### src/logic/seicmd_pkg.sv
// Constants shared by the seismic command termination logic.
// Assumes one 10 MHz clock and an APB slave of 32-bit aligned words.
package seicmd_pkg;

  localparam int NUM_LINES = 15;

  // Command line positions on the incoming pulse vector.
  localparam int LINE_UNCAGE = 0;
  localparam int LINE_FILTER = 1;
  localparam int LINE_LEVEL_MODE = 2;
  localparam int LINE_LEVEL_SPEED = 3;
  localparam int LINE_LEVEL_DIR = 4;
  localparam int LINE_COARSE = 5;
  localparam int LINE_MOTOR_X = 6;
  localparam int LINE_MOTOR_Y = 7;
  localparam int LINE_MOTOR_Z = 8;
  localparam int LINE_GAIN_H = 9;
  localparam int LINE_GAIN_V = 10;
  localparam int LINE_GAIN_SP = 11;
  localparam int LINE_CAL_LP = 12;
  localparam int LINE_CAL_SP = 13;
  localparam int LINE_HEATER = 14;

  // APB byte addresses.
  localparam logic [7:0] ADDR_STATE = 8'h00;
  localparam logic [7:0] ADDR_MASK = 8'h04;
  localparam logic [7:0] ADDR_SWCMD = 8'h08;

  localparam logic [14:0] MASK_RESET = 15'h7fff;

  // Preset values; gain index 3 is the -30 dB signal step.
  localparam logic [1:0] GAIN_PRESET = 2'h3;
  localparam logic [1:0] HEAT_PRESET = 2'h0;
  localparam logic TOGGLE_PRESET = 1'h0;

  // Field positions in the state word.
  localparam int ST_GAIN_H = 0;
  localparam int ST_GAIN_V = 2;
  localparam int ST_GAIN_SP = 4;
  localparam int ST_HEAT = 6;
  localparam int ST_ARMED = 8;
  localparam int ST_UNCAGED = 9;
  localparam int ST_FILTER = 10;
  localparam int ST_MODE = 11;
  localparam int ST_SPEED = 12;
  localparam int ST_DIR = 13;
  localparam int ST_COARSE = 14;
  localparam int ST_MOTOR_X = 15;
  localparam int ST_MOTOR_Y = 16;
  localparam int ST_MOTOR_Z = 17;
  localparam int ST_CAL_LP = 18;
  localparam int ST_CAL_SP = 19;

endpackage

### src/logic/seicmd_sync.sv
// Two-stage synchroniser and rising-edge detector for command pulse pins.
// Assumes the pins are asynchronous to pclk and stay high at least two cycles.
`timescale 1ns/1ps
`default_nettype none
module seicmd_sync
  import seicmd_pkg::*;
#(
  parameter int W = NUM_LINES
)
(
  input wire logic pclk, // system clock
  input wire logic presetn, // asynchronous reset, active low
  input wire logic [W-1:0] async_in, // raw command pins
  output logic [W-1:0] rise // one-cycle pulse per pin rising edge
);

  typedef struct packed {
    logic [W-1:0] s1;
    logic [W-1:0] s2;
    logic [W-1:0] s3;
  } seicmd_sync_s;

  seicmd_sync_s r;
  seicmd_sync_s next_r;

  always_comb
  begin
    next_r = r;
    next_r.s1 = async_in;
    next_r.s2 = r.s1;
    next_r.s3 = r.s2;
  end

  always_ff @(posedge pclk or negedge presetn)
  begin
    if (!presetn)
      r <= '0;
    else
      r <= next_r;
  end

  // The edge detector compares the second stage with the third, so a long pulse steps once.
  assign rise = r.s2 & ~r.s3;

endmodule
`default_nettype wire

### src/logic/seicmd_core.sv
// Command termination logic: fifteen command lines end in toggles, counters or the arm-then-fire uncage sequence.
// Assumes a 10 MHz pclk, asynchronous pins for the command lines and an APB master.
`timescale 1ns/1ps
`default_nettype none
module seicmd_core
  import seicmd_pkg::*;
(
  input wire logic pclk, // system clock, 10 MHz
  input wire logic presetn, // asynchronous reset, active low
  input wire logic psel, // APB select
  input wire logic penable, // APB enable
  input wire logic pwrite, // APB direction, high for write
  input wire logic [7:0] paddr, // APB byte address
  input wire logic [31:0] pwdata, // APB write data
  output logic [31:0] prdata, // APB read data
  output logic pready, // APB ready
  output logic pslverr, // APB error for unmapped address
  input wire logic [14:0] cmd_pulse, // command decoder pulse lines
  output logic [1:0] att_h_sig, // horizontal signal attenuator step
  output logic [1:0] att_h_cal, // horizontal calibration attenuator step
  output logic [1:0] att_v_sig, // vertical signal attenuator step
  output logic [1:0] att_v_cal, // vertical calibration attenuator step
  output logic [1:0] att_sp_sig, // short-period signal attenuator step
  output logic [1:0] att_sp_cal, // short-period calibration attenuator step
  output logic [1:0] heater_relay, // heater relay select
  output logic filter_in, // feedback filters in, bypass open
  output logic level_cmd_mode, // leveling in command mode
  output logic level_speed_high, // high leveling speed
  output logic level_dir_neg, // negative leveling direction
  output logic coarse_sensor_on, // coarse leveling sensor power
  output logic motor_x_on, // X leveling motor power
  output logic motor_y_on, // Y leveling motor power
  output logic motor_z_on, // Z leveling motor power
  output logic cal_lp_on, // long-period calibration power
  output logic cal_sp_on, // short-period calibration power
  output logic uncage_armed, // uncaging armed
  output logic uncage_fire, // one-cycle uncaging actuator pulse
  output logic uncaged // uncaging has been fired
);

  typedef struct packed {
    logic por_done;
    logic [14:0] mask;
    logic [14:0] sw_pulse;
    logic pready;
    logic pslverr;
    logic [31:0] prdata;
    logic [1:0] gain_h;
    logic [1:0] gain_h_cal;
    logic [1:0] gain_v;
    logic [1:0] gain_v_cal;
    logic [1:0] gain_sp;
    logic [1:0] gain_sp_cal;
    logic [1:0] heat;
    logic armed;
    logic uncaged;
    logic uncage_fire;
    logic filter_in;
    logic mode_cmd;
    logic speed_high;
    logic dir_neg;
    logic speed_eff;
    logic dir_eff;
    logic coarse;
    logic mot_x;
    logic mot_y;
    logic mot_z;
    logic cal_lp;
    logic cal_sp;
  } seicmd_state_s;

  localparam seicmd_state_s STATE_RST = '{
    mask: MASK_RESET,
    gain_h: GAIN_PRESET,
    gain_h_cal: ~GAIN_PRESET,
    gain_v: GAIN_PRESET,
    gain_v_cal: ~GAIN_PRESET,
    gain_sp: GAIN_PRESET,
    gain_sp_cal: ~GAIN_PRESET,
    heat: HEAT_PRESET,
    armed: TOGGLE_PRESET,
    uncaged: TOGGLE_PRESET,
    filter_in: TOGGLE_PRESET,
    mode_cmd: TOGGLE_PRESET,
    speed_high: TOGGLE_PRESET,
    dir_neg: TOGGLE_PRESET,
    coarse: TOGGLE_PRESET,
    mot_x: TOGGLE_PRESET,
    mot_y: TOGGLE_PRESET,
    mot_z: TOGGLE_PRESET,
    cal_lp: TOGGLE_PRESET,
    cal_sp: TOGGLE_PRESET,
    default: '0
  };

  seicmd_state_s r;
  seicmd_state_s next_r;
  logic [14:0] pin_rise;
  logic [14:0] fire;
  logic preset;
  logic access;

  ////////////////////////////////////////////////////////////////////////////
  // Command pins.

  seicmd_sync #(.W(NUM_LINES)) u_sync
  (
    .pclk(pclk),
    .presetn(presetn),
    .async_in(cmd_pulse),
    .rise(pin_rise)
  );

  // The counters are two serial stages; a plain increment gives the same order.
  function automatic logic [1:0] step2(input logic [1:0] cur);
    step2 = cur + 2'h1;
  endfunction

  function automatic logic [31:0] state_word(input seicmd_state_s s);
    state_word = '0;
    state_word[ST_GAIN_H +: 2] = s.gain_h;
    state_word[ST_GAIN_V +: 2] = s.gain_v;
    state_word[ST_GAIN_SP +: 2] = s.gain_sp;
    state_word[ST_HEAT +: 2] = s.heat;
    state_word[ST_ARMED] = s.armed;
    state_word[ST_UNCAGED] = s.uncaged;
    state_word[ST_FILTER] = s.filter_in;
    state_word[ST_MODE] = s.mode_cmd;
    state_word[ST_SPEED] = s.speed_high;
    state_word[ST_DIR] = s.dir_neg;
    state_word[ST_COARSE] = s.coarse;
    state_word[ST_MOTOR_X] = s.mot_x;
    state_word[ST_MOTOR_Y] = s.mot_y;
    state_word[ST_MOTOR_Z] = s.mot_z;
    state_word[ST_CAL_LP] = s.cal_lp;
    state_word[ST_CAL_SP] = s.cal_sp;
  endfunction

  // Pin and software pulses merge, so software can exercise every line too.
  assign fire = (pin_rise | r.sw_pulse) & r.mask;
  // The first cycle after reset release acts as the power-on one-shot.
  assign preset = ~r.por_done;
  assign access = psel & penable & r.pready;

  ////////////////////////////////////////////////////////////////////////////
  // Next state.

  always_comb
  begin
    next_r = r;
    next_r.por_done = 1'h1;
    next_r.sw_pulse = '0;
    next_r.uncage_fire = 1'h0;

    // APB: answer in the first access cycle, with no wait states.
    next_r.pready = psel & ~penable;
    next_r.pslverr = 1'h0;
    next_r.prdata = '0;
    if (psel && !penable)
    begin
      case (paddr)
        ADDR_STATE: next_r.prdata = pwrite ? 32'h0 : state_word(r);
        ADDR_MASK: next_r.prdata = pwrite ? 32'h0 : {17'h0, r.mask};
        ADDR_SWCMD: next_r.prdata = 32'h0;
        default: next_r.pslverr = 1'h1;
      endcase
    end
    if (access && pwrite)
    begin
      case (paddr)
        ADDR_MASK: next_r.mask = pwdata[14:0];
        ADDR_SWCMD: next_r.sw_pulse = pwdata[14:0];
        default: next_r.mask = r.mask;
      endcase
    end

    // Each line touches only its own element.
    if (fire[LINE_UNCAGE])
    begin
      if (r.armed)
      begin
        next_r.uncage_fire = 1'h1;
        next_r.uncaged = 1'h1;
        next_r.armed = 1'h0;
      end
      else if (!r.uncaged)
        next_r.armed = 1'h1;
    end
    if (fire[LINE_FILTER])
      next_r.filter_in = ~r.filter_in;
    if (fire[LINE_LEVEL_MODE])
      next_r.mode_cmd = ~r.mode_cmd;
    if (fire[LINE_LEVEL_SPEED])
      next_r.speed_high = ~r.speed_high;
    if (fire[LINE_LEVEL_DIR])
      next_r.dir_neg = ~r.dir_neg;
    if (fire[LINE_COARSE])
      next_r.coarse = ~r.coarse;
    if (fire[LINE_MOTOR_X])
      next_r.mot_x = ~r.mot_x;
    if (fire[LINE_MOTOR_Y])
      next_r.mot_y = ~r.mot_y;
    if (fire[LINE_MOTOR_Z])
      next_r.mot_z = ~r.mot_z;
    if (fire[LINE_CAL_LP])
      next_r.cal_lp = ~r.cal_lp;
    if (fire[LINE_CAL_SP])
      next_r.cal_sp = ~r.cal_sp;
    if (fire[LINE_GAIN_H])
      next_r.gain_h = step2(r.gain_h);
    if (fire[LINE_GAIN_V])
      next_r.gain_v = step2(r.gain_v);
    if (fire[LINE_GAIN_SP])
      next_r.gain_sp = step2(r.gain_sp);
    if (fire[LINE_HEATER])
      next_r.heat = step2(r.heat);

    // The preset outranks any pulse caught in the same cycle.
    if (preset)
    begin
      next_r.gain_h = STATE_RST.gain_h;
      next_r.gain_v = STATE_RST.gain_v;
      next_r.gain_sp = STATE_RST.gain_sp;
      next_r.heat = STATE_RST.heat;
      next_r.armed = STATE_RST.armed;
      next_r.uncaged = STATE_RST.uncaged;
      next_r.uncage_fire = 1'h0;
      next_r.filter_in = STATE_RST.filter_in;
      next_r.mode_cmd = STATE_RST.mode_cmd;
      next_r.speed_high = STATE_RST.speed_high;
      next_r.dir_neg = STATE_RST.dir_neg;
      next_r.coarse = STATE_RST.coarse;
      next_r.mot_x = STATE_RST.mot_x;
      next_r.mot_y = STATE_RST.mot_y;
      next_r.mot_z = STATE_RST.mot_z;
      next_r.cal_lp = STATE_RST.cal_lp;
      next_r.cal_sp = STATE_RST.cal_sp;
    end

    // Calibration steps run opposite to the signal steps.
    next_r.gain_h_cal = ~next_r.gain_h;
    next_r.gain_v_cal = ~next_r.gain_v;
    next_r.gain_sp_cal = ~next_r.gain_sp;
    // Speed and direction only reach the servos in command mode.
    next_r.speed_eff = next_r.speed_high & next_r.mode_cmd;
    next_r.dir_eff = next_r.dir_neg & next_r.mode_cmd;
  end

  always_ff @(posedge pclk or negedge presetn)
  begin
    if (!presetn)
      r <= STATE_RST;
    else
      r <= next_r;
  end

  ////////////////////////////////////////////////////////////////////////////
  // Outputs, each straight from the state register.

  assign prdata = r.prdata;
  assign pready = r.pready;
  assign pslverr = r.pslverr;
  assign att_h_sig = r.gain_h;
  assign att_h_cal = r.gain_h_cal;
  assign att_v_sig = r.gain_v;
  assign att_v_cal = r.gain_v_cal;
  assign att_sp_sig = r.gain_sp;
  assign att_sp_cal = r.gain_sp_cal;
  assign heater_relay = r.heat;
  assign filter_in = r.filter_in;
  assign level_cmd_mode = r.mode_cmd;
  assign level_speed_high = r.speed_eff;
  assign level_dir_neg = r.dir_eff;
  assign coarse_sensor_on = r.coarse;
  assign motor_x_on = r.mot_x;
  assign motor_y_on = r.mot_y;
  assign motor_z_on = r.mot_z;
  assign cal_lp_on = r.cal_lp;
  assign cal_sp_on = r.cal_sp;
  assign uncage_armed = r.armed;
  assign uncage_fire = r.uncage_fire;
  assign uncaged = r.uncaged;
endmodule
`default_nettype wire

### config.mk
export PLATFORM = sky130hd
export DESIGN_NAME = seicmd_core
export DESIGN_NICKNAME = d
export VERILOG_FILES = /design/src/logic/seicmd_pkg.sv /design/src/logic/seicmd_sync.sv /design/src/logic/seicmd_core.sv
export SDC_FILE = /design/constraint.sdc
export NUM_CORES = 1
export LEC_CHECK = 0
export BUFFER_PORTS_ARGS = -buffer_cell sky130_fd_sc_hd__buf_4
export CAP_MARGIN = 20
export CORE_MARGIN = 3
export CORE_UTILIZATION = 30
export CTS_BUF_LIST = sky130_fd_sc_hd__clkbuf_16
export DETAILED_ROUTE_END_ITERATION = 8
export PLACE_DENSITY = 0.6
export SYNTH_ARGS = -nofsm -noshare
export SYNTH_HDL_FRONTEND = slang
export SYNTH_SLANG_ARGS = --single-unit
export TNS_END_PERCENT = 50
### constraint.sdc
create_clock -name pclk -period 1.35 [get_ports pclk]
set_input_delay 0.0675 -clock pclk [delete_from_list [all_inputs] [get_ports pclk]]
set_output_delay 0.0675 -clock pclk [all_outputs]
set_load 0.05 [all_outputs]
==> metrics.cfg <==
[grt]
grt_max_degree = 48
grt_pass1_vias = 2920
track_usage_pct = 11.6
grt_overflow_total = 0
grt_first_pass_wirelength_um = 15600
antenna_found_initial = 0

[cells_and_area]
syn_to_final_growth_pct = 35.4
layout_common_cells = 105 x dfrtp_1, 95 x buf_4, 34 x and2_1
drive_gt1_share_pct = 36.9
final_common_cell = dfrtp_1
post-route-util_pct = 41.9
fin_cells = 680
antenna_cells = 0
fin_nets = 516
nFillCells = 1422

[critical_path]
critPathMaxFanout = 15
worstPathArrival_ns = 1.79
worstRegToRegCells = 4
cp.required_ns = 1.68
endpoint_kind = flip-flop
path_class = flip-flop to flip-flop
start_kind = flip-flop

[cts]
root_buffer = clkbuf_16
h-tree-depth = 4
clkTransAtPathRegs_ns = 0.05
clock_path_buffers = 2
cts_buffers = 17
cts_tree = done
cts_setup_buffers = 0
clk_latency_ns = 0.41
cts_sinks = 127

[power]
powerDensity_nw_per_um2 = 1380
p_leak_uw = 0.00301
vdd_drop_max_mv = 0.936
p_total_uw = 8910

[synth]
synth.largest_area_cell = dfrtp_1
syn_inst = 347
synth-seq-area-share_pct = 67.3
synth.top_cell.area_share_pct = 55.7
ys_warn_count = 0
netlist_area_um2 = 4760
ys_ff_latch = 127
syn_avg_cell_area_um2 = 13.7
synth_cell_types = 32
synth.area.top_cells = dfrtp_1 56%, dfstp_2 12%, buf_4 7.3%

[routing]
ant_nets = 0
drtIter0Drc = 122
drt_wl_total_um = 9690
drc = 0
vias_per_cell = 3.99
drt_first_pass_iters = 4
num_vias = 2714
drt-wirelength-per-cell_um = 14.3

[outcome]
status = finished, violations left
violations = setup timing

[timing]
setup_viol_count_final = 15
period_needed_ns = 1.45
finalHoldViolCount = 0
fmax_mhz = 688
setup_ws_ns = -0.104
maxSlewViolCount = 0
post-route-period-util_pct = 108
finClkSkew_ns = 0.0117
fin_hold_ws_ns = 0.0612
fin_tns_setup_ns = -1.44
grt_setup_unrepaired = true

[die]
ioPinCount = 121
die_w_um = 132
core_um2 = 15400
row_count = 45
die-area_um2 = 17400
initial_core_util_pct = 31.0
fp.dieH_um = 132

[placement]
hpwlAfterDp_um = 6340
place_congestion = 0.743
dp_cells = 614
portBuffers = 91

[flow_run]
cap_violations = 0

[min_path]
hold_class = input port to asynchronous set/reset pin

==> per-stage QoR <==
step / instance area [µm²] / setup slack (ns)
after floorplan: 4800 / -0.362
after global placement: 5500 / -0.254
after detailed placement: 5500 / -0.269
after CTS: 6430 / -0.115
after global routing: 6440 / -0.181
final: 6440 / -0.104
==> per-layer routing <==
metal / track usage (%) / up-vias / routed length [µm]
met2: 18.0 / 82 / 4570
met1: 14.2 / 1329 / 4350
met3: 5.34 / 9 / 666
met5: 0 / - / 0
met4: 4.55 / 0 / 108
li1: - / 1294 / -
==> final timing paths <==
kind / startpoint / endpoint / slack [ns]
max: pready / r[86] / -0.10
min: presetn / u_sync.next_r[25] / 0.06
max reg2reg: pready / r[86] / -0.10
min reg2reg: u_sync.next_r[27] / u_sync.next_r[12] / 0.34
max in group asynchronous: presetn / r[90] / 0.71
min in group pclk: pwrite / prdata[11] / 0.09
==> what timing repair did <==
item | in CTS | in global routing
resized for setup | 1 | 2
gates cloned | 0 | 1
pin swaps | 0 | 1
hold buffers | 33 | 0
hold endpoints to repair | 157 | 0
endpoints found under the setup margin | 15 | 35
==> area by class of cell <==
cell class,instances,area (µm²),share of cell area [%]
clock buffer,17,425,6.60
clock inverter,15,166,2.58
inverter,3,11.3,0.175
multi-input combinational,173,1210,18.9
sequential,127,3210,49.8
tap,211,264,4.10
timing repair buffer,134,1150,17.9
==> cell usage after synthesis (all sizes together) <==
| library cell | n |
|---|---|
| dfrtp | 106 |
| buf | 50 |
| and2 | 34 |
| dfstp | 21 |
| nor2 | 18 |
| mux2 | 15 |
| mux2i | 15 |
| nor2b | 15 |
| o21ai | 15 |
| xnor2 | 12 |
| nand2 | 8 |
| clkbuf | 6 |
| xor2 | 6 |
| nor3b | 5 |
| o211ai | 4 |
| inv | 3 |
| and3 | 2 |
| conb | 2 |
| nor4 | 2 |
| a21boi | 1 |
| a21oi | 1 |
| nand2b | 1 |
| nand4 | 1 |
| nor4b | 1 |
| o21a | 1 |
| or3 | 1 |
| or4 | 1 |
==> critical path, stage by stage (launching register included) <==
cell	delay (ns)
dfrtp_2	0.35
nand4_1	0.17
nor4b_4	0.31
buf_12	0.21
mux2_2	0.34
==> sequential cells by signal, indices dropped and copies added, names as in the netlist, 2 cells and up <==
register and cells:
u_sync.next_r 30, att_sp_sig 2, att_sp_cal 2, att_h_sig 2, att_v_sig 2, att_h_cal 2, u_sync.r 15, heater_relay 2
prdata 20, att_v_cal 2, r 33
==> cells by family (layout without fill, tap and decap cells) <==
kind of cell	Yosys count	count (layout)	synth area share, %
AOI/OAI and AO/OA	22	22	2.63
xor gates and xnor gates	18	18	3.31
buffers and inverters	59	169	8.62
DFF	127	127	67.3
muxes	30	30	6.70
other	2	13	0.158
and+or+nand+nor	89	90	11.3
==> power by group <==
group          internal, µW  switching [µW]  leakage (µW)
logic                   203             255       0.00113
clock network          2890            1650      0.000286
registers              3890            28.0       0.00159
Power figures use the tool's default switching activity.
